### src/acc_pkg.sv
// ----------------------------------------------------------------
// shared constants of the comparator control block
// ----------------------------------------------------------------
package acc_pkg;

   // bus geometry
   localparam int unsigned ADDR_W = 12;
   localparam int unsigned DATA_W = 32;
   localparam int unsigned IDX_W  = 10;

   // register indices, byte address is four times the index
   localparam logic [IDX_W-1:0] CSR_IDX  = 10'h050;
   localparam logic [IDX_W-1:0] CONV_IDX = 10'h07b;
   localparam logic [IDX_W-1:0] IBD_IDX  = 10'h060;
   localparam logic [IDX_W-1:0] IST_IDX  = 10'h061;
   localparam logic [IDX_W-1:0] IMSK_IDX = 10'h062;

   // comparator control/status field positions
   localparam int unsigned CSR_PWROFF_B = 7;
   localparam int unsigned CSR_BG_B     = 6;
   localparam int unsigned CSR_OUT_B    = 5;
   localparam int unsigned CSR_FLAG_B   = 4;
   localparam int unsigned CSR_IE_B     = 3;
   localparam int unsigned CSR_CAPT_B   = 2;
   localparam int unsigned CSR_MODE_HI  = 1;
   localparam int unsigned CSR_MODE_LO  = 0;

   // converter control b field positions
   localparam int unsigned CONV_MUXEN_B = 6;
   localparam int unsigned CONV_TRIG_HI = 2;
   localparam int unsigned CONV_TRIG_LO = 0;

   // input buffer disable, interrupt status and mask layouts
   localparam int unsigned IBD_W        = 2;
   localparam int unsigned IBD_POS_B    = 0;
   localparam int unsigned IBD_NEG_B    = 1;
   localparam int unsigned IST_W        = 2;
   localparam int unsigned IST_EVENT_B  = 0;
   localparam int unsigned IST_TOGGLE_B = 1;

   // values after reset
   localparam logic [7:0]       CSR_RST  = 8'h00;
   localparam logic [7:0]       CONV_RST = 8'h00;
   localparam logic [IBD_W-1:0] IBD_RST  = 2'h0;
   localparam logic [IST_W-1:0] IST_RST  = 2'h0;
   localparam logic [IST_W-1:0] IMSK_RST = 2'h0;

   // cycle counts
   localparam int unsigned SYNC_STAGES = 2;

   // event modes of the comparator event flag
   typedef enum logic [1:0] {
      ACC_MODE_TOGGLE = 2'h0,
      ACC_MODE_RSVD   = 2'h1,
      ACC_MODE_FALL   = 2'h2,
      ACC_MODE_RISE   = 2'h3
   } acc_edge_mode_e;

endpackage

### src/acc_comparator_ctrl.sv
// Chosen here: the APB interface to the registers.
`timescale 1ns/10ps
// ----------------------------------------------------------------
// analog comparator control
// ----------------------------------------------------------------
module acc_comparator_ctrl (
   // clock and reset
   input  wire logic                       pclk,
   input  wire logic                       presetn,
   // apb slave
   input  wire logic                       psel,
   input  wire logic                       penable,
   input  wire logic                       pwrite,
   input  wire logic [acc_pkg::ADDR_W-1:0] paddr,
   input  wire logic [acc_pkg::DATA_W-1:0] pwdata,
   output      logic                       pready,
   output      logic [acc_pkg::DATA_W-1:0] prdata,
   output      logic                       pslverr,
   // converter block state, same clock
   input  wire logic                       converter_enable,
   input  wire logic [2:0]                 channel_select,
   output      logic [2:0]                 converter_trigger_select,
   // core interrupt handshake
   input  wire logic                       global_int_enable,
   input  wire logic                       vector_ack,
   output      logic                       comparator_irq_req,
   output      logic                       irq,
   // analog comparator front end
   input  wire logic                       comparator_raw,
   output      logic                       comparator_power_off,
   output      logic                       pos_bandgap_sel,
   output      logic                       neg_pin_sel,
   output      logic                       neg_channel_en,
   output      logic [2:0]                 neg_channel_sel,
   // comparator pins, digital side
   input  wire logic [1:0]                 pin_digital_in,
   output      logic [1:0]                 input_buffer_disable,
   output      logic [1:0]                 port_pin_read,
   // timer input capture front end
   output      logic                       capture_route_en,
   output      logic                       capture_input
);

   // ----------------------------------------------------------------
   // state
   // ----------------------------------------------------------------

   typedef struct packed {
      logic [7:0]                csr;
      logic [7:0]                conv;
      logic [acc_pkg::IBD_W-1:0] ibd;
      logic [acc_pkg::IST_W-1:0] ist;
      logic [acc_pkg::IST_W-1:0] imsk;
      logic [acc_pkg::DATA_W-1:0] rdata;
   } acc_ctl_s;

   acc_ctl_s st_r;
   acc_ctl_s st_nxt;

   // ----------------------------------------------------------------
   // internal signals
   // ----------------------------------------------------------------

   logic                       raw_sync;
   logic [1:0]                 pin_sync;
   logic                       cmp_out;
   logic                       cmp_event;
   logic                       toggle_event;
   logic                       mux_lend;
   logic [acc_pkg::IDX_W-1:0]  word_idx;
   logic                       hit_csr;
   logic                       hit_conv;
   logic                       hit_ibd;
   logic                       hit_ist;
   logic                       hit_imsk;
   logic                       mapped;
   logic                       setup;
   logic                       wr_acc;
   logic [acc_pkg::DATA_W-1:0] rd_mux;
   logic [7:0]                 csr_view;

   // ----------------------------------------------------------------
   // synchronisers
   // ----------------------------------------------------------------

   // raw comparator output crosses from the analog side
   acc_sync #(
      .W (1)
   ) u_sync_raw (
      .clk   (pclk),
      .rst_n (presetn),
      .d     (comparator_raw),
      .q     (raw_sync)
   );

   // pin levels are asynchronous too
   acc_sync #(
      .W (2)
   ) u_sync_pin (
      .clk   (pclk),
      .rst_n (presetn),
      .d     (pin_digital_in),
      .q     (pin_sync)
   );

   // ----------------------------------------------------------------
   // comparator output and events
   // ----------------------------------------------------------------

   // a powered down comparator reads low; the drop can flag an event,
   // so software disables the interrupt first
   assign cmp_out = raw_sync & ~st_r.csr[acc_pkg::CSR_PWROFF_B];

   // event detector on the mode that software selected
   acc_edge_det u_edge_mode (
      .clk     (pclk),
      .rst_n   (presetn),
      .level   (cmp_out),
      .mode    (acc_pkg::acc_edge_mode_e'(
                st_r.csr[acc_pkg::CSR_MODE_HI:acc_pkg::CSR_MODE_LO])),
      .event_p (cmp_event)
   );

   // second detector feeds the toggle bit of the interrupt status
   acc_edge_det u_edge_toggle (
      .clk     (pclk),
      .rst_n   (presetn),
      .level   (cmp_out),
      .mode    (acc_pkg::ACC_MODE_TOGGLE),
      .event_p (toggle_event)
   );

   // ----------------------------------------------------------------
   // input selection
   // ----------------------------------------------------------------

   // the converter mux is only lent while the converter is off
   assign mux_lend = st_r.conv[acc_pkg::CONV_MUXEN_B]
                   & ~converter_enable;

   // negative input: borrowed channel or dedicated pin
   assign neg_channel_en  = mux_lend;
   assign neg_channel_sel = mux_lend ? channel_select
                                     : 3'h0;
   assign neg_pin_sel     = ~mux_lend;

   // positive input: bandgap or dedicated pin
   assign pos_bandgap_sel = st_r.csr[acc_pkg::CSR_BG_B];

   // power control, takes effect at once
   assign comparator_power_off =
      st_r.csr[acc_pkg::CSR_PWROFF_B];

   // trigger source bits kept here for the converter block
   assign converter_trigger_select =
      st_r.conv[acc_pkg::CONV_TRIG_HI:acc_pkg::CONV_TRIG_LO];

   // ----------------------------------------------------------------
   // timer capture and pins
   // ----------------------------------------------------------------

   // gated to zero when the route is off, so the timer sees no link
   assign capture_route_en = st_r.csr[acc_pkg::CSR_CAPT_B];
   assign capture_input    = capture_route_en & cmp_out;

   // disabled buffers read as zero at the port
   assign input_buffer_disable = st_r.ibd;
   assign port_pin_read        = pin_sync & ~st_r.ibd;

   // ----------------------------------------------------------------
   // interrupts
   // ----------------------------------------------------------------

   // comparator request towards the core vector logic
   assign comparator_irq_req = st_r.csr[acc_pkg::CSR_FLAG_B]
                             & st_r.csr[acc_pkg::CSR_IE_B]
                             & global_int_enable;

   // summary line from sticky status and its mask
   assign irq = |(st_r.ist & st_r.imsk);

   // ----------------------------------------------------------------
   // apb decode
   // ----------------------------------------------------------------

   assign word_idx = paddr[acc_pkg::ADDR_W-1:2];
   assign hit_csr  = (word_idx == acc_pkg::CSR_IDX);
   assign hit_conv = (word_idx == acc_pkg::CONV_IDX);
   assign hit_ibd  = (word_idx == acc_pkg::IBD_IDX);
   assign hit_ist  = (word_idx == acc_pkg::IST_IDX);
   assign hit_imsk = (word_idx == acc_pkg::IMSK_IDX);
   assign mapped   = hit_csr | hit_conv | hit_ibd | hit_ist | hit_imsk;

   // zero wait states; unmapped addresses answer with an error
   assign pready  = 1'b1;
   assign pslverr = psel & penable & ~mapped;
   assign setup   = psel & ~penable;
   assign wr_acc  = psel & penable & pwrite & mapped;
   assign prdata  = st_r.rdata;

   // live view of the control/status byte
   always_comb
   begin
      csr_view                      = st_r.csr;
      csr_view[acc_pkg::CSR_OUT_B]  = cmp_out;
   end

   // read mux, narrow registers sit in the low bits
   always_comb
   begin
      rd_mux = '0;
      if (hit_csr)
         rd_mux[7:0] = csr_view;
      else if (hit_conv)
         rd_mux[7:0] = st_r.conv;
      else if (hit_ibd)
         rd_mux[acc_pkg::IBD_W-1:0] = st_r.ibd;
      else if (hit_ist)
         rd_mux[acc_pkg::IST_W-1:0] = st_r.ist;
      else if (hit_imsk)
         rd_mux[acc_pkg::IST_W-1:0] = st_r.imsk;
      else
         rd_mux = '0;
   end

   // ----------------------------------------------------------------
   // next state
   // ----------------------------------------------------------------

   // writes first, then clears by hardware, then sets, so a set in the
   // same cycle as any clear always survives
   always_comb
   begin
      st_nxt = st_r;

      // read data captured in the setup phase, held through access
      if (setup)
         st_nxt.rdata = rd_mux;

      // control/status byte; output bit is never stored
      if (wr_acc && hit_csr)
      begin
         st_nxt.csr[acc_pkg::CSR_PWROFF_B] =
            pwdata[acc_pkg::CSR_PWROFF_B];
         st_nxt.csr[acc_pkg::CSR_BG_B]     = pwdata[acc_pkg::CSR_BG_B];
         st_nxt.csr[acc_pkg::CSR_IE_B]     = pwdata[acc_pkg::CSR_IE_B];
         st_nxt.csr[acc_pkg::CSR_CAPT_B]   = pwdata[acc_pkg::CSR_CAPT_B];
         st_nxt.csr[acc_pkg::CSR_MODE_HI:acc_pkg::CSR_MODE_LO] =
            pwdata[acc_pkg::CSR_MODE_HI:acc_pkg::CSR_MODE_LO];
         if (pwdata[acc_pkg::CSR_FLAG_B])
            st_nxt.csr[acc_pkg::CSR_FLAG_B] = 1'b0;
      end
      st_nxt.csr[acc_pkg::CSR_OUT_B] = 1'b0;

      // vector execution clears the flag
      if (vector_ack)
         st_nxt.csr[acc_pkg::CSR_FLAG_B] = 1'b0;

      // event sets the flag and wins over any clear
      if (cmp_event)
         st_nxt.csr[acc_pkg::CSR_FLAG_B] = 1'b1;

      // converter control b: mux enable and trigger source only
      if (wr_acc && hit_conv)
      begin
         st_nxt.conv = 8'h00;
         st_nxt.conv[acc_pkg::CONV_MUXEN_B] =
            pwdata[acc_pkg::CONV_MUXEN_B];
         st_nxt.conv[acc_pkg::CONV_TRIG_HI:acc_pkg::CONV_TRIG_LO] =
            pwdata[acc_pkg::CONV_TRIG_HI:acc_pkg::CONV_TRIG_LO];
      end

      // input buffer disables
      if (wr_acc && hit_ibd)
         st_nxt.ibd = pwdata[acc_pkg::IBD_W-1:0];

      // interrupt mask
      if (wr_acc && hit_imsk)
         st_nxt.imsk = pwdata[acc_pkg::IST_W-1:0];

      // sticky status, write one to clear
      if (wr_acc && hit_ist)
         st_nxt.ist = st_r.ist & ~pwdata[acc_pkg::IST_W-1:0];
      if (cmp_event)
         st_nxt.ist[acc_pkg::IST_EVENT_B] = 1'b1;
      if (toggle_event)
         st_nxt.ist[acc_pkg::IST_TOGGLE_B] = 1'b1;
   end

   // ----------------------------------------------------------------
   // state register
   // ----------------------------------------------------------------

   always_ff @(posedge pclk or negedge presetn)
   begin
      if (!presetn)
      begin
         st_r.csr   <= acc_pkg::CSR_RST;
         st_r.conv  <= acc_pkg::CONV_RST;
         st_r.ibd   <= acc_pkg::IBD_RST;
         st_r.ist   <= acc_pkg::IST_RST;
         st_r.imsk  <= acc_pkg::IMSK_RST;
         st_r.rdata <= '0;
      end
      else
      begin
         st_r <= st_nxt;
      end
   end

endmodule

### src/acc_edge_det.sv
`timescale 1ns/10ps
// ----------------------------------------------------------------
// edge and toggle detector on a synchronised level
// ----------------------------------------------------------------
module acc_edge_det (
   // clock and reset
   input  wire logic                    clk,
   input  wire logic                    rst_n,
   // level and selected event kind
   input  wire logic                    level,
   input  wire acc_pkg::acc_edge_mode_e mode,
   // one cycle event pulse
   output      logic                    event_p
);

   typedef struct packed {
      logic prev;
      logic primed;
   } acc_edge_s;

   acc_edge_s st_r;
   acc_edge_s st_nxt;
   logic      rise;
   logic      fall;

   // primed bit stops a high level after reset looking like a rise
   always_comb
   begin
      st_nxt        = st_r;
      st_nxt.prev   = level;
      st_nxt.primed = 1'b1;
   end

   // state register
   always_ff @(posedge clk or negedge rst_n)
   begin
      if (!rst_n)
         st_r <= '0;
      else
         st_r <= st_nxt;
   end

   // compare with the value one clock earlier
   assign rise = st_r.primed & level & ~st_r.prev;
   assign fall = st_r.primed & ~level & st_r.prev;

   // mode decode, the reserved code never flags
   always_comb
   begin
      unique case (mode)
         acc_pkg::ACC_MODE_TOGGLE: event_p = rise | fall;
         acc_pkg::ACC_MODE_RSVD:   event_p = 1'b0;
         acc_pkg::ACC_MODE_FALL:   event_p = fall;
         acc_pkg::ACC_MODE_RISE:   event_p = rise;
      endcase
   end

endmodule

### src/acc_sync.sv
`timescale 1ns/10ps
// ----------------------------------------------------------------
// two flop synchroniser for asynchronous levels
// ----------------------------------------------------------------
module acc_sync #(
   parameter int unsigned W = 1
) (
   // clock and reset
   input  wire logic         clk,
   input  wire logic         rst_n,
   // asynchronous level in, synchronised level out
   input  wire logic [W-1:0] d,
   output      logic [W-1:0] q
);

   typedef struct packed {
      logic [W-1:0] stage2;
      logic [W-1:0] stage1;
   } acc_sync_s;

   acc_sync_s st_r;
   acc_sync_s st_nxt;

   // first stage feeds only the second one
   always_comb
   begin
      st_nxt        = st_r;
      st_nxt.stage1 = d;
      st_nxt.stage2 = st_r.stage1;
   end

   // state register
   always_ff @(posedge clk or negedge rst_n)
   begin
      if (!rst_n)
         st_r <= '0;
      else
         st_r <= st_nxt;
   end

   assign q = st_r.stage2;

endmodule

### config.mk
export PLATFORM = sky130hd
export DESIGN_NAME = acc_comparator_ctrl
export DESIGN_NICKNAME = d
export VERILOG_FILES = /design/src/acc_pkg.sv /design/src/acc_comparator_ctrl.sv /design/src/acc_edge_det.sv /design/src/acc_sync.sv
export SDC_FILE = /design/constraint.sdc
export NUM_CORES = 1
export LEC_CHECK = 0
export BUFFER_PORTS_ARGS = -buffer_cell sky130_fd_sc_hd__buf_4
export CAP_MARGIN = 20
export CORE_MARGIN = 4
export CORE_UTILIZATION = 30
export DETAILED_ROUTE_END_ITERATION = 6
export SKIP_LAST_GASP = 1
export SLEW_MARGIN = 10
export SYNTH_ARGS = -nofsm -noshare
export SYNTH_HDL_FRONTEND = slang
export SYNTH_SLANG_ARGS = --single-unit
### constraint.sdc
create_clock -name pclk -period 3.8 [get_ports pclk]
set_clock_uncertainty 0.2 [all_clocks]
set_input_delay 0.38 -clock pclk [delete_from_list [all_inputs] [get_ports pclk]]
set_output_delay 0.38 -clock pclk [all_outputs]
set_load 0.02 [all_outputs]
Word level (Yosys, flattened, before mapping)
Cells that the tools add are included.
W data, S select, Z words.
{ "op_classes": {"n_lt_le_gt_ge": 0, "reduce_logical": 12, "shift": 0, "div": 0, "mul": 0, "n_eq_ne": 8, "add_sub_neg": 0, "bitwise": 31, "muxes": 14} }
{ "op_table": {"columns": ["cell", "count"], "rows": [
  ["$eq A10 B7 Y1 const B", 5],
  ["$and A1 B1 Y1", 14],
  ["$mux W2", 4],
  ["$mux W8", 1],
  ["$mux W7", 1],
  ["$not A1 Y1", 7],
  ["$and A2 B2 Y2", 3],
  ["$reduce_bool A3 Y1", 2],
  ["$logic_and A1 B1 Y1", 5],
  ["$mux W1", 5],
  ["$mux W5", 1],
  ["$or A1 B1 Y1", 5],
  ["$eq A2 B2 Y1 const B", 2],
  ["$not A2 Y2", 2],
  ["$pmux W1 S4", 1],
  ["$reduce_bool A2 Y1", 2],
  ["$mux W3", 1],
  ["$eq A2 B1 Y1 const B", 1],
  ["$logic_not A2 Y1", 1],
  ["$reduce_and A2 Y1", 1],
  ["$reduce_or A2 Y1", 1]
]} }
{ "totals": {"ram_bits": 0, "latchBits": 0, "mem_bits_ro": 0, "output_inout_bits": 52, "mem_count": 0, "elab_cells": 79, "register_bits": 33} }

Depth between registers and ports, before layout
Gate-level depths: netlist of the first run.
{ "logic_depth": {"depth_word": 10, "mapped_depth": 5, "mapped_depth_nobuf": 4} }

Hierarchy
From an unflattened synthesis of the first run, not the netlist that was laid out.
{ "hier_totals": {"cells_unflattened": 176, "area_unflattened_um2": 1896.8} }
{ "by_module_without_submodules": {"columns": ["module", "cells_per_inst", "instances", "seq_area_each_um2", "area_per_inst_um2"], "rows": [
  ["acc_comparator_ctrl", 156, 1, 625.6, 1569.0],
  ["acc_edge_det", 7, 2, 50.0, 88.8],
  ["acc_sync at u_sync_pin", 4, 1, 100.1, 100.1],
  ["acc_sync at u_sync_raw", 2, 1, 50.0, 50.0]
]} }

Least setup slack after synthesis of the first run
No wires, ideal clock.
{ "synth_path": {"path_kind": "input port to flip-flop", "from": "in paddr[9] (netlist bit)", "to": "reg st_r, in the netlist input_buffer_disable[0]", "slack_ns": 1.620, "path_buffers": 0, "required_time_ns": 3.475, "stages": 4, "arrival_time_ns": 1.855, "path_cell_list": "or4b_4 > nor4_4 > and3b_1 > mux2_2"} }
{ "synth_via": {"elab_chain_len": 7, "elab_cells_between_ends": 11, "cone_classes": "eq/ne (5); bitwise (5); reduce/logical (1)"} }
{ "synth_rtl": {"columns": ["item", "line_no", "text"], "rows": [
  ["start: declaration", "acc_comparator_ctrl.sv:14", "input wire logic [acc_pkg::ADDR_W-1:0] paddr,"],
  ["$eq A10 B7 Y1, on equally long branches", "acc_comparator_ctrl.sv:187, acc_comparator_ctrl.sv:188", null],
  ["$or A1 B1 Y1 (4 in a row)", "acc_comparator_ctrl.sv:192", "assign mapped = hit_csr | hit_conv | hit_ibd | hit_ist | hit_imsk;"],
  ["$and A1 B1 Y1", "acc_comparator_ctrl.sv:198", "assign wr_acc = psel & penable & pwrite & mapped;"],
  ["$logic_and A1 B1 Y1 (*)", "acc_comparator_ctrl.sv:274", "if (wr_acc && hit_ibd)"],
  ["end signal: assignment", "acc_comparator_ctrl.sv:307", "st_r <= st_nxt;"],
  ["end: declaration", "acc_comparator_ctrl.sv:57", "acc_ctl_s st_r;"]
]} }
Mark *: on every way between the ends. The rest lies on a longest branch, timed or not.
A chain may end at the register's enable or synchronous reset.

Worst setup path after layout of the first run
{ "layout_path": {"from": "in paddr[9] (netlist bit)", "to": "out pslverr"} }
{ "layout_via": {"elab_chain_len": 7, "elab_cells_between_ends": 11, "cone_classes": "eq/ne (5); bitwise (6)"} }
{ "layout_rtl": {"columns": ["item", "line_no", "text"], "rows": [
  ["$eq A10 B7 Y1, on equally long branches", "acc_comparator_ctrl.sv:187, acc_comparator_ctrl.sv:188", null],
  ["$or A1 B1 Y1 (3 in a row)", "acc_comparator_ctrl.sv:192", null],
  ["$or A1 B1 Y1 (*)", "acc_comparator_ctrl.sv:192", null],
  ["$not A1 Y1 (*)", "acc_comparator_ctrl.sv:196", "assign pslverr = psel & penable & ~mapped;"],
  ["$and A1 B1 Y1 (*)", "acc_comparator_ctrl.sv:196", null],
  ["end: declaration", "acc_comparator_ctrl.sv:18", "output logic pslverr,"]
]} }
Marks and branches as above.

==> results of run 1 <==
[cell usage in the layout (no fill, tap or decap), types with 2 or more instances in the layout]
master	netlist	routed
and3_1	2	2
conb_1	2	26
or2_2	2	2
dlygate4sd3_1	0	4
mux2_2	13	13
inv_1	6	6
nor4_1	4	4
nand3b_1	2	2
a21oi_1	2	2
a221o_1	2	2
dfrtp_1	33	33
buf_4	38	57
nor4b_1	2	2
nor2_1	3	3
nand2_1	9	9
nor4_4	2	2
nand2b_1	3	3
o211ai_1	2	2
a22o_1	6	6
o31ai_1	2	2
nor2b_1	6	6
a32oi_1	2	2
nand3_1	5	5
clkbuf_8	0	7
nand4_1	3	3
and2_1	4	4
[cell families (layout without fill, tap and decap cells)]
family	after synthesis	count (layout)	synth area share
AOI/OAI and AO/OA	21	21	0.09128
muxes	13	13	0.07970
xor gates and xnor gates	1	1	0.004769
and+or+nand+nor	54	54	0.1955
buffers and inverters	47	75	0.1751
other	2	26	0.004089
DFF	33	33	0.4496
[sequential cells by signal, indices dropped and copies added (netlist names)]
name and flops:
capture_route_en 1, comparator_power_off 1, converter_trigger_select 3, csr_view 4, input_buffer_disable 2, pos_bandgap_sel 1
prdata 8, st_r 5, u_edge_mode.st_r 1, u_edge_toggle.st_r 1, u_sync_pin.q 2, u_sync_pin.st_nxt 2
u_sync_raw.q 1, u_sync_raw.st_nxt 1
[final cells by class]
class	count	area (um^2)
Clock inverter	1	5.005
Multi-Input combinational cell	115	779.5
Fill cell	610	3630
Inverter	6	22.52
Tap cell	75	93.84
Clock buffer	7	96.34
Sequential cell	33	825.8
Timing Repair Buffer	61	467.9
[worst min path at each step]
stage | startpoint | endpoint | cells after the start
6_report | pwdata[3] | csr_view[3] | 2
5_1_grt | pwdata[6] | st_r[44] | 2
4_1_cts | pwdata[3] | csr_view[3] | 2
3_5_place_dp | u_sync_pin.st_nxt[2] | u_sync_pin.q[0] | 0
3_3_place_gp | u_sync_pin.st_nxt[2] | u_sync_pin.q[0] | 0
2_1_floorplan | presetn | capture_route_en | 0
[worst max-delay path, cell delays in order]
cell and delay, ns:
buf_4 0.11, or4b_4 0.57, nor4_4 0.42, a211oi_1 0.18
buf_4 0.19
[power by group]
group | switching (W) | internal [W]
Sequential | 0.00000310 | 0.000357
Clock | 0.000123 | 0.000164
Combinational | 0.0000566 | 0.0000348
[metrics by stage]
step | cell area, um^2 | worst slack, ns | instances
finish | 2291 | 1.364 | 298
global route | 2291 | 1.280 | 298
CTS | 2291 | 1.355 | 298
detailed placement | 2150 | 1.337 | 286
global placement | 2150 | 1.361 | 286
floorplan | 1927 | 1.620 | 195
[what timing repair did]
action,4_1_cts,5_1_grt
hold endpoints to repair,36,0
setup buffers,0,0
gates resized for setup,0,0
hold buffers,4,0
[routing by layer]
layer  wire length, um  global-route usage  vias to the layer above
met5                 0                   0                        -
met4                78             0.03966                        0
met3               374             0.03422                        8
met2              1839              0.1829                       61
met1              1712              0.1389                      616
li1                  -                   -                      643
==> flow_summary.toml, run 1 <==
[outcome]
status = "finished, final reports clean"

[detailed_routing]
first_pass_iters = 4
drc = 0
vias = 1328
wire_per_inst_um = 13.44
vias_per_cell = 4.456
routed_wl_um = 4005
drt_iter0_markers = 83
antenna_left = 0

[critical_path]
worst-path-max-fanout = 7
worst-endpoint-arrival_ns = 1.86
r2r_end = "csr_view[4]"
worstReg2RegStart = "comparator_power_off"
rrSetupSlack_ns = 2.27
path_class = "input port to primary output"
end_kind = "primary output"
startpoint_type = "input port"
startpoint = "paddr[9]"
endpoint = "pslverr"
required_ns = 3.22
reg2regPathDepth = 3

[yosys]
async_reset_ff_frac = 1.000
synth-seq-area-share = 0.4496
syn_inst = 171
ys_seq_elements = 33
yosysMostFrequentCell = "buf_4"
synth_top_area_frac = 0.4496
yosys.area.top_type = "dfrtp_1"
synth_edf_count = 0
syn_area_mm2 = 0.001837
ys_top_cells_by_count = "buf_4, dfrtp_1, mux2_2"
yosys-top-cells-area = "dfrtp_1, buf_4, mux2_2, a22o_1, nor4_4"
synth_ff_type = "dfrtp_1"
ys_warn_count = 0
ys_types = 39
avgSynthCellArea_um2 = 10.74

[flow_run]
maxCapViolCount = 0

[timing]
finalHoldViolations = 0
fin_crit_sh = 0.6411
achievable-frequency_mhz = 410.5
setup_violations = 0
tightest_slew_ns = 0.6258
drv_slew = 0
post-route-min-period_ns = 2.436
rsz0062_at_grt = "no"
slew_headroom = 0.5797
setup_tns_ns = 0
whs_ns = 0.1311

[layout]
antenna_cells = 0
syn2layout_area_growth_pct = 24.73
drive_gt1_frac = 0.3857
nets = 280
finalCoreUtilization = 0.3869

[power]
peakVddDrop_v = 0.0002194
power_density_mw_per_mm2 = 322.4
total_power_w = 0.0007386
leakage_nw = 1.124

[grt]
grt_pass1_vias = 1294
gr-total-overflow = 0
grtUsageTotal = 0.1115
antenna_found_initial = 0
grt_pass1_wl_um = 6486
grt_start_max_net_pins = 34

[floorplan]
start_util = 0.3102
ios = 110
core-area_mm2 = 0.005921
num_rows = 28
design.die.area_mm2 = 0.007438
die_y_um = 86.25
die_w_um = 86.25

[cts]
clock_sinks = 33
clk_pin_slew_ns = 0.07
cts_tree = "built"
clockBufferDepth = 2
clk-insertion-delay-late_ns = 0.28
cts_root_buffer = "clkbuf_8"
cts_inserted_buffers = 5
ctsHtreeMaxLevel = 2

[place]
routabilityCongestion = 0.7882
hpwl_um = 3104
port-buffer-count = 57

[hold_path]
min_path_type = "input port to register"
No activity file was read; power rests on OpenSTA's default activity.
==> run 2, diff against run 1 <==
Clock period 3.8 ns to 2.5 ns, I/O delays scaled along.
==> flow_summary.toml, run 2 (same netlist as run 1, synthesis figures left out) <==
[outcome]
status = "finished, final reports clean"

[critical_path]
worst-endpoint-arrival_ns = 1.63
worst-path-max-fanout = 6
path_depth = 6
reg2regPathDepth = 3
path_cells = "buf_4 > or4b_4 > nor4_4 > buf_4 > a211oi_1 > buf_4"
path_class = "input port to primary output"
end_kind = "primary output"
startpoint_type = "input port"
slowest_delay_ns = 0.57
required_ns = 2.05
cp_top_family = "simple AND/OR/NAND/NOR gates"
critPathBufInv = 3
cp_slowest_cell = "or4b_4"
crit_top_cell = "buf_4"

[floorplan]
num_rows = 28
die_y_um = 86.25
die_w_um = 86.25
start_util = 0.3102
core-area_mm2 = 0.005921
ios = 110
design.die.area_mm2 = 0.007438

[detailed_routing]
wl_met2_um = 1763
antenna_left = 0
route.met3.wl_um = 359
drt_iter0_markers = 68
routed_wl_um = 3995
vias = 1349
vias_per_cell = 4.423
drc = 0
wire_per_inst_um = 13.10
first_pass_iters = 4
dr.max_layer_used = "met4"
wl_met1_um = 1813

[cts]
cts_inserted_buffers = 5
cts_root_buffer = "clkbuf_8"
cts_tree = "built"
clk_pin_slew_ns = 0.07
clockBufferDepth = 2
clock_sinks = 33
ctsHtreeMaxLevel = 2
cts_setup_buffers = 0
clk-insertion-delay-late_ns = 0.28

[layout]
final.fill_count = 604
mostFrequentLayoutCells = "buf_4, dfrtp_1, conb_1"
antenna_cells = 0
drive_gt1_frac = 0.3913
syn2layout_area_growth_pct = 28.00
multi_input_area_um2 = 779.5
final_common_cell = "buf_4"
largest_reg_flops = 8
nets = 287
seq_area_um2 = 825.8
fin_cells = 305

[flow_run]
maxCapViolCount = 0

[place]
hpwl_um = 3065
port-buffer-count = 57
routabilityCongestion = 0.8170
dp_cells = 290

[grt]
grt_start_max_net_pins = 34
grt_pass1_vias = 1305
antenna_found_initial = 0
grtUsageTotal = 0.1076
grt_pass1_wl_um = 6285
gr-total-overflow = 0

[timing]
rsz0062_at_grt = "no"
finalHoldViolations = 0
tightest_slew_ns = 0.5230
fin_crit_sh = 0.8327
setup_tns_ns = 0
slew_headroom = 0.6513
setup_violations = 0
post-route-min-period_ns = 2.082
drv_slew = 0
achievable-frequency_mhz = 480.3

[hold_path]
hold_depth = 2
min_path_type = "input port to register"

[power]
leakage_nw = 1.158
peakVddDrop_v = 0.0003549
power_density_mw_per_mm2 = 479.5
total_power_w = 0.001127
[run 2: cell type report]
type                    count  share of cell area
multi-input cells         115              0.3316
flip-flops and latches     33              0.3513
repair buffers             68              0.2246
clock inverters             1            0.002129
inverters                   6            0.009580
clock buffers               7             0.04098
well taps                  75             0.03991
[run 2: power by group]
part           total, W  internal (W)  leakage (nW)  switching (W)
logic          0.000142     0.0000559         0.672      0.0000864
clock network  0.000438      0.000249        0.0542       0.000189
registers      0.000547      0.000543         0.432     0.00000471
total           0.00113      0.000847          1.16       0.000280
[run 2: metrics by stage]
stage	utilization	area [um^2]	setup slack [ns]	hold WS, ns
6_report	0.3971	2351	0.4182	0.02048
5_1_grt	0.3971	2351	0.3585	0.01156
4_1_cts	0.3954	2341	0.3982	0.001433
3_5_place_dp	0.3681	2180	0.3979	0.02469
3_3_place_gp	0.3681	2180	0.3989	0.02657
2_1_floorplan	-	1927	0.4504	-0.2456
[run 2: final timing paths]
check	slack, ns	endpoint	startpoint
setup / recovery	0.42	pslverr	paddr[9]
hold / removal	0.02	capture_route_en	pwdata[2]
setup reg to reg	0.95	csr_view[4]	comparator_power_off
hold reg to reg	0.15	u_sync_raw.q	u_sync_raw.st_nxt[1]
max in group asynchronous	1.55	csr_view[1]	presetn
min in group asynchronous	0.24	csr_view[3]	presetn
[run 2: metal layers]
layer  GRT usage  vias up
met2      0.1647       61
met4     0.04249        0
met3     0.03517        6
met5           0        -
li1            -      652
met1      0.1411      630
[run 2: worst reg2reg max path, cell delays in order (launching register included)]
cell and delay, ns:
dfrtp_1 0.42, nand2b_1 0.22, o32ai_1 0.48, a31o_2 0.17
[run 2: timing repair]
action / 4_1_cts / 5_1_grt
endpoints found under the setup margin: 0 / 0
hold buffers: 6 / 1
endpoints found under the hold margin: 38 / 1
gates resized for setup: 0 / 0
==> run 3, diff against run 2 <==
Settings changed: ABC_AREA set to 1.
Clock period 2.5 ns to 1.8 ns, I/O delays scaled along.
==> flow_summary.toml, run 3 <==
[grt]
use_met1 = 0.1534
top_usage_layer = "met2"
grt_pass1_wl_um = 7155
grtUsageTotal = 0.1167
gr-total-overflow = 0
antenna_found_initial = 0
grt_start_max_net_pins = 34
use_met3 = 0.03226
met2_usage = 0.1829
grt_pass1_vias = 1581

[cts]
cts_tree = "built"
cts_setup_buffers = 0
clockBufferDepth = 2
clk-insertion-delay-late_ns = 0.28
clk_pin_slew_ns = 0.07
ctsHtreeMaxLevel = 2
clock_sinks = 33
cts_inserted_buffers = 5
cts_root_buffer = "clkbuf_8"

[yosys]
synth_edf_count = 0
yosys-top-cells-area = "dfrtp_1, buf_4, nand2_1, inv_1, nor2_1"
synth_ff_type = "dfrtp_1"
synth-seq-area-share = 0.4180
synth_top_area_frac = 0.4180
ys_seq_elements = 33
syn_inst = 250
ys_top_cells_by_count = "nand2_1, buf_4, dfrtp_1"
yosysMostFrequentCell = "nand2_1"
yosys.area.top_type = "dfrtp_1"
avgSynthCellArea_um2 = 7.903
ys_warn_count = 0
syn_area_mm2 = 0.001976
ys_types = 29
async_reset_ff_frac = 1.000

[critical_path]
worst-endpoint-arrival_ns = 1.26
path_class = "register to primary output"
end_kind = "primary output"
startpoint_type = "register"
required_ns = 1.42
worst-path-max-fanout = 4

[place]
dp_cells = 375
place_ws_ns = 0.04602
port-buffer-count = 57
hpwl_um = 3585
routabilityCongestion = 0.8160

[power]
total_power_w = 0.001514
leakage_nw = 1.352
peakVddDrop_v = 0.0003954
power_density_mw_per_mm2 = 600.7

[timing]
post-route-min-period_ns = 1.640
setup_tns_ns = 0
finalHoldViolations = 0
rsz0062_at_grt = "no"
fin_ws_ns = 0.1597
whs_ns = 0.002822
setup_violations = 0
drv_slew = 0
achievable-frequency_mhz = 609.6
fin_crit_sh = 0.9113

[detailed_routing]
antenna_left = 0
vias = 1635
vias_per_cell = 4.171
first_pass_iters = 4
wire_per_inst_um = 11.17
routed_wl_um = 4380
drc = 0
drt_iter0_markers = 64

[floorplan]
num_rows = 29
design.die.area_mm2 = 0.007948
die_w_um = 89.15
ios = 110
core-area_mm2 = 0.006386
start_util = 0.3094
die_y_um = 89.15

[layout]
final_common_cell = "buf_4"
mostFrequentLayoutCells = "buf_4, nand2_1, dfrtp_1"
fin_cells = 392
antenna_cells = 0
largest_reg_flops = 8
nets = 372
drive_gt1_frac = 0.2984
syn2layout_area_growth_pct = 27.61
final.fill_count = 653

[flow_run]
maxCapViolCount = 0

[hold_path]
min_path_type = "input port to register"

[outcome]
status = "finished, final reports clean"
==> run 3: metrics by stage <==
stage / utilization / instance area (um^2)
global placement: 0.3668 / 2342
finish: 0.3948 / 2521
detailed placement: 0.3668 / 2342
global route: 0.3948 / 2521
CTS: 0.3944 / 2519
floorplan: - / 2066
==> run 3: cells by family after synthesis <==
group                  Yosys count  share of synthesized area
and+or+nand+nor                116                     0.2806
buffers and inverters           74                     0.2166
DFF                             33                     0.4180
AOI/OAI and AO/OA               25                    0.08106
other                            2                   0.003801
==> run 3: worst paths after layout <==
path | from | end | slack (ns) | cells past startpoint
min in group asynchronous | presetn | converter_trigger_select[0] | 0.18 | 2
min reg2reg | u_sync_raw.st_nxt[1] | u_sync_raw.q | 0.15 | 0
min | pwdata[1] | st_r[35] | 0.003 | 4
max reg2reg | csr_view[1] | csr_view[4] | 0.43 | 3
max in group asynchronous | presetn | converter_trigger_select[2] | 0.93 | 2
max | comparator_power_off | capture_input | 0.16 | 4
==> run 3: final cells by class <==
type	count	area, um^2	share of cell area
clock buffer	5	68.82	0.02730
multi-input combinational	167	814.5	0.3231
sequential	33	825.8	0.3275
clock inverter	3	17.52	0.006948
inverter	34	127.6	0.05062
tap	77	96.34	0.03821
timing repair buffer	73	570.5	0.2263
==> run 3: worst max-delay path: stages, from the launching register on <==
cell and delay [ns]:
dfrtp_1 0.44, nor2_2 0.20, inv_1 0.10, nor2_1 0.10, buf_4 0.15
==> run 3: what timing repair did <==
action / in CTS / in global routing
hold buffers: 9 / 0
endpoints found under the setup margin: 0 / 1
hold endpoints to repair: 43 / 0
gates resized for setup: 0 / 1
==> run 3: metal layers <==
metal	up-vias	routed length (um)
li1	847	-
met1	724	1940
met2	57	2005
met3	7	343
met4	0	91
met5	-	0
==> run 3: where the power goes <==
group	internal [W]	switching, W	leakage (nW)	total (W)
sequential	0.000753	0.00000402	0.430	0.000757
clock	0.000266	0.000272	0.0439	0.000539
combinational	0.0000815	0.000137	0.878	0.000219
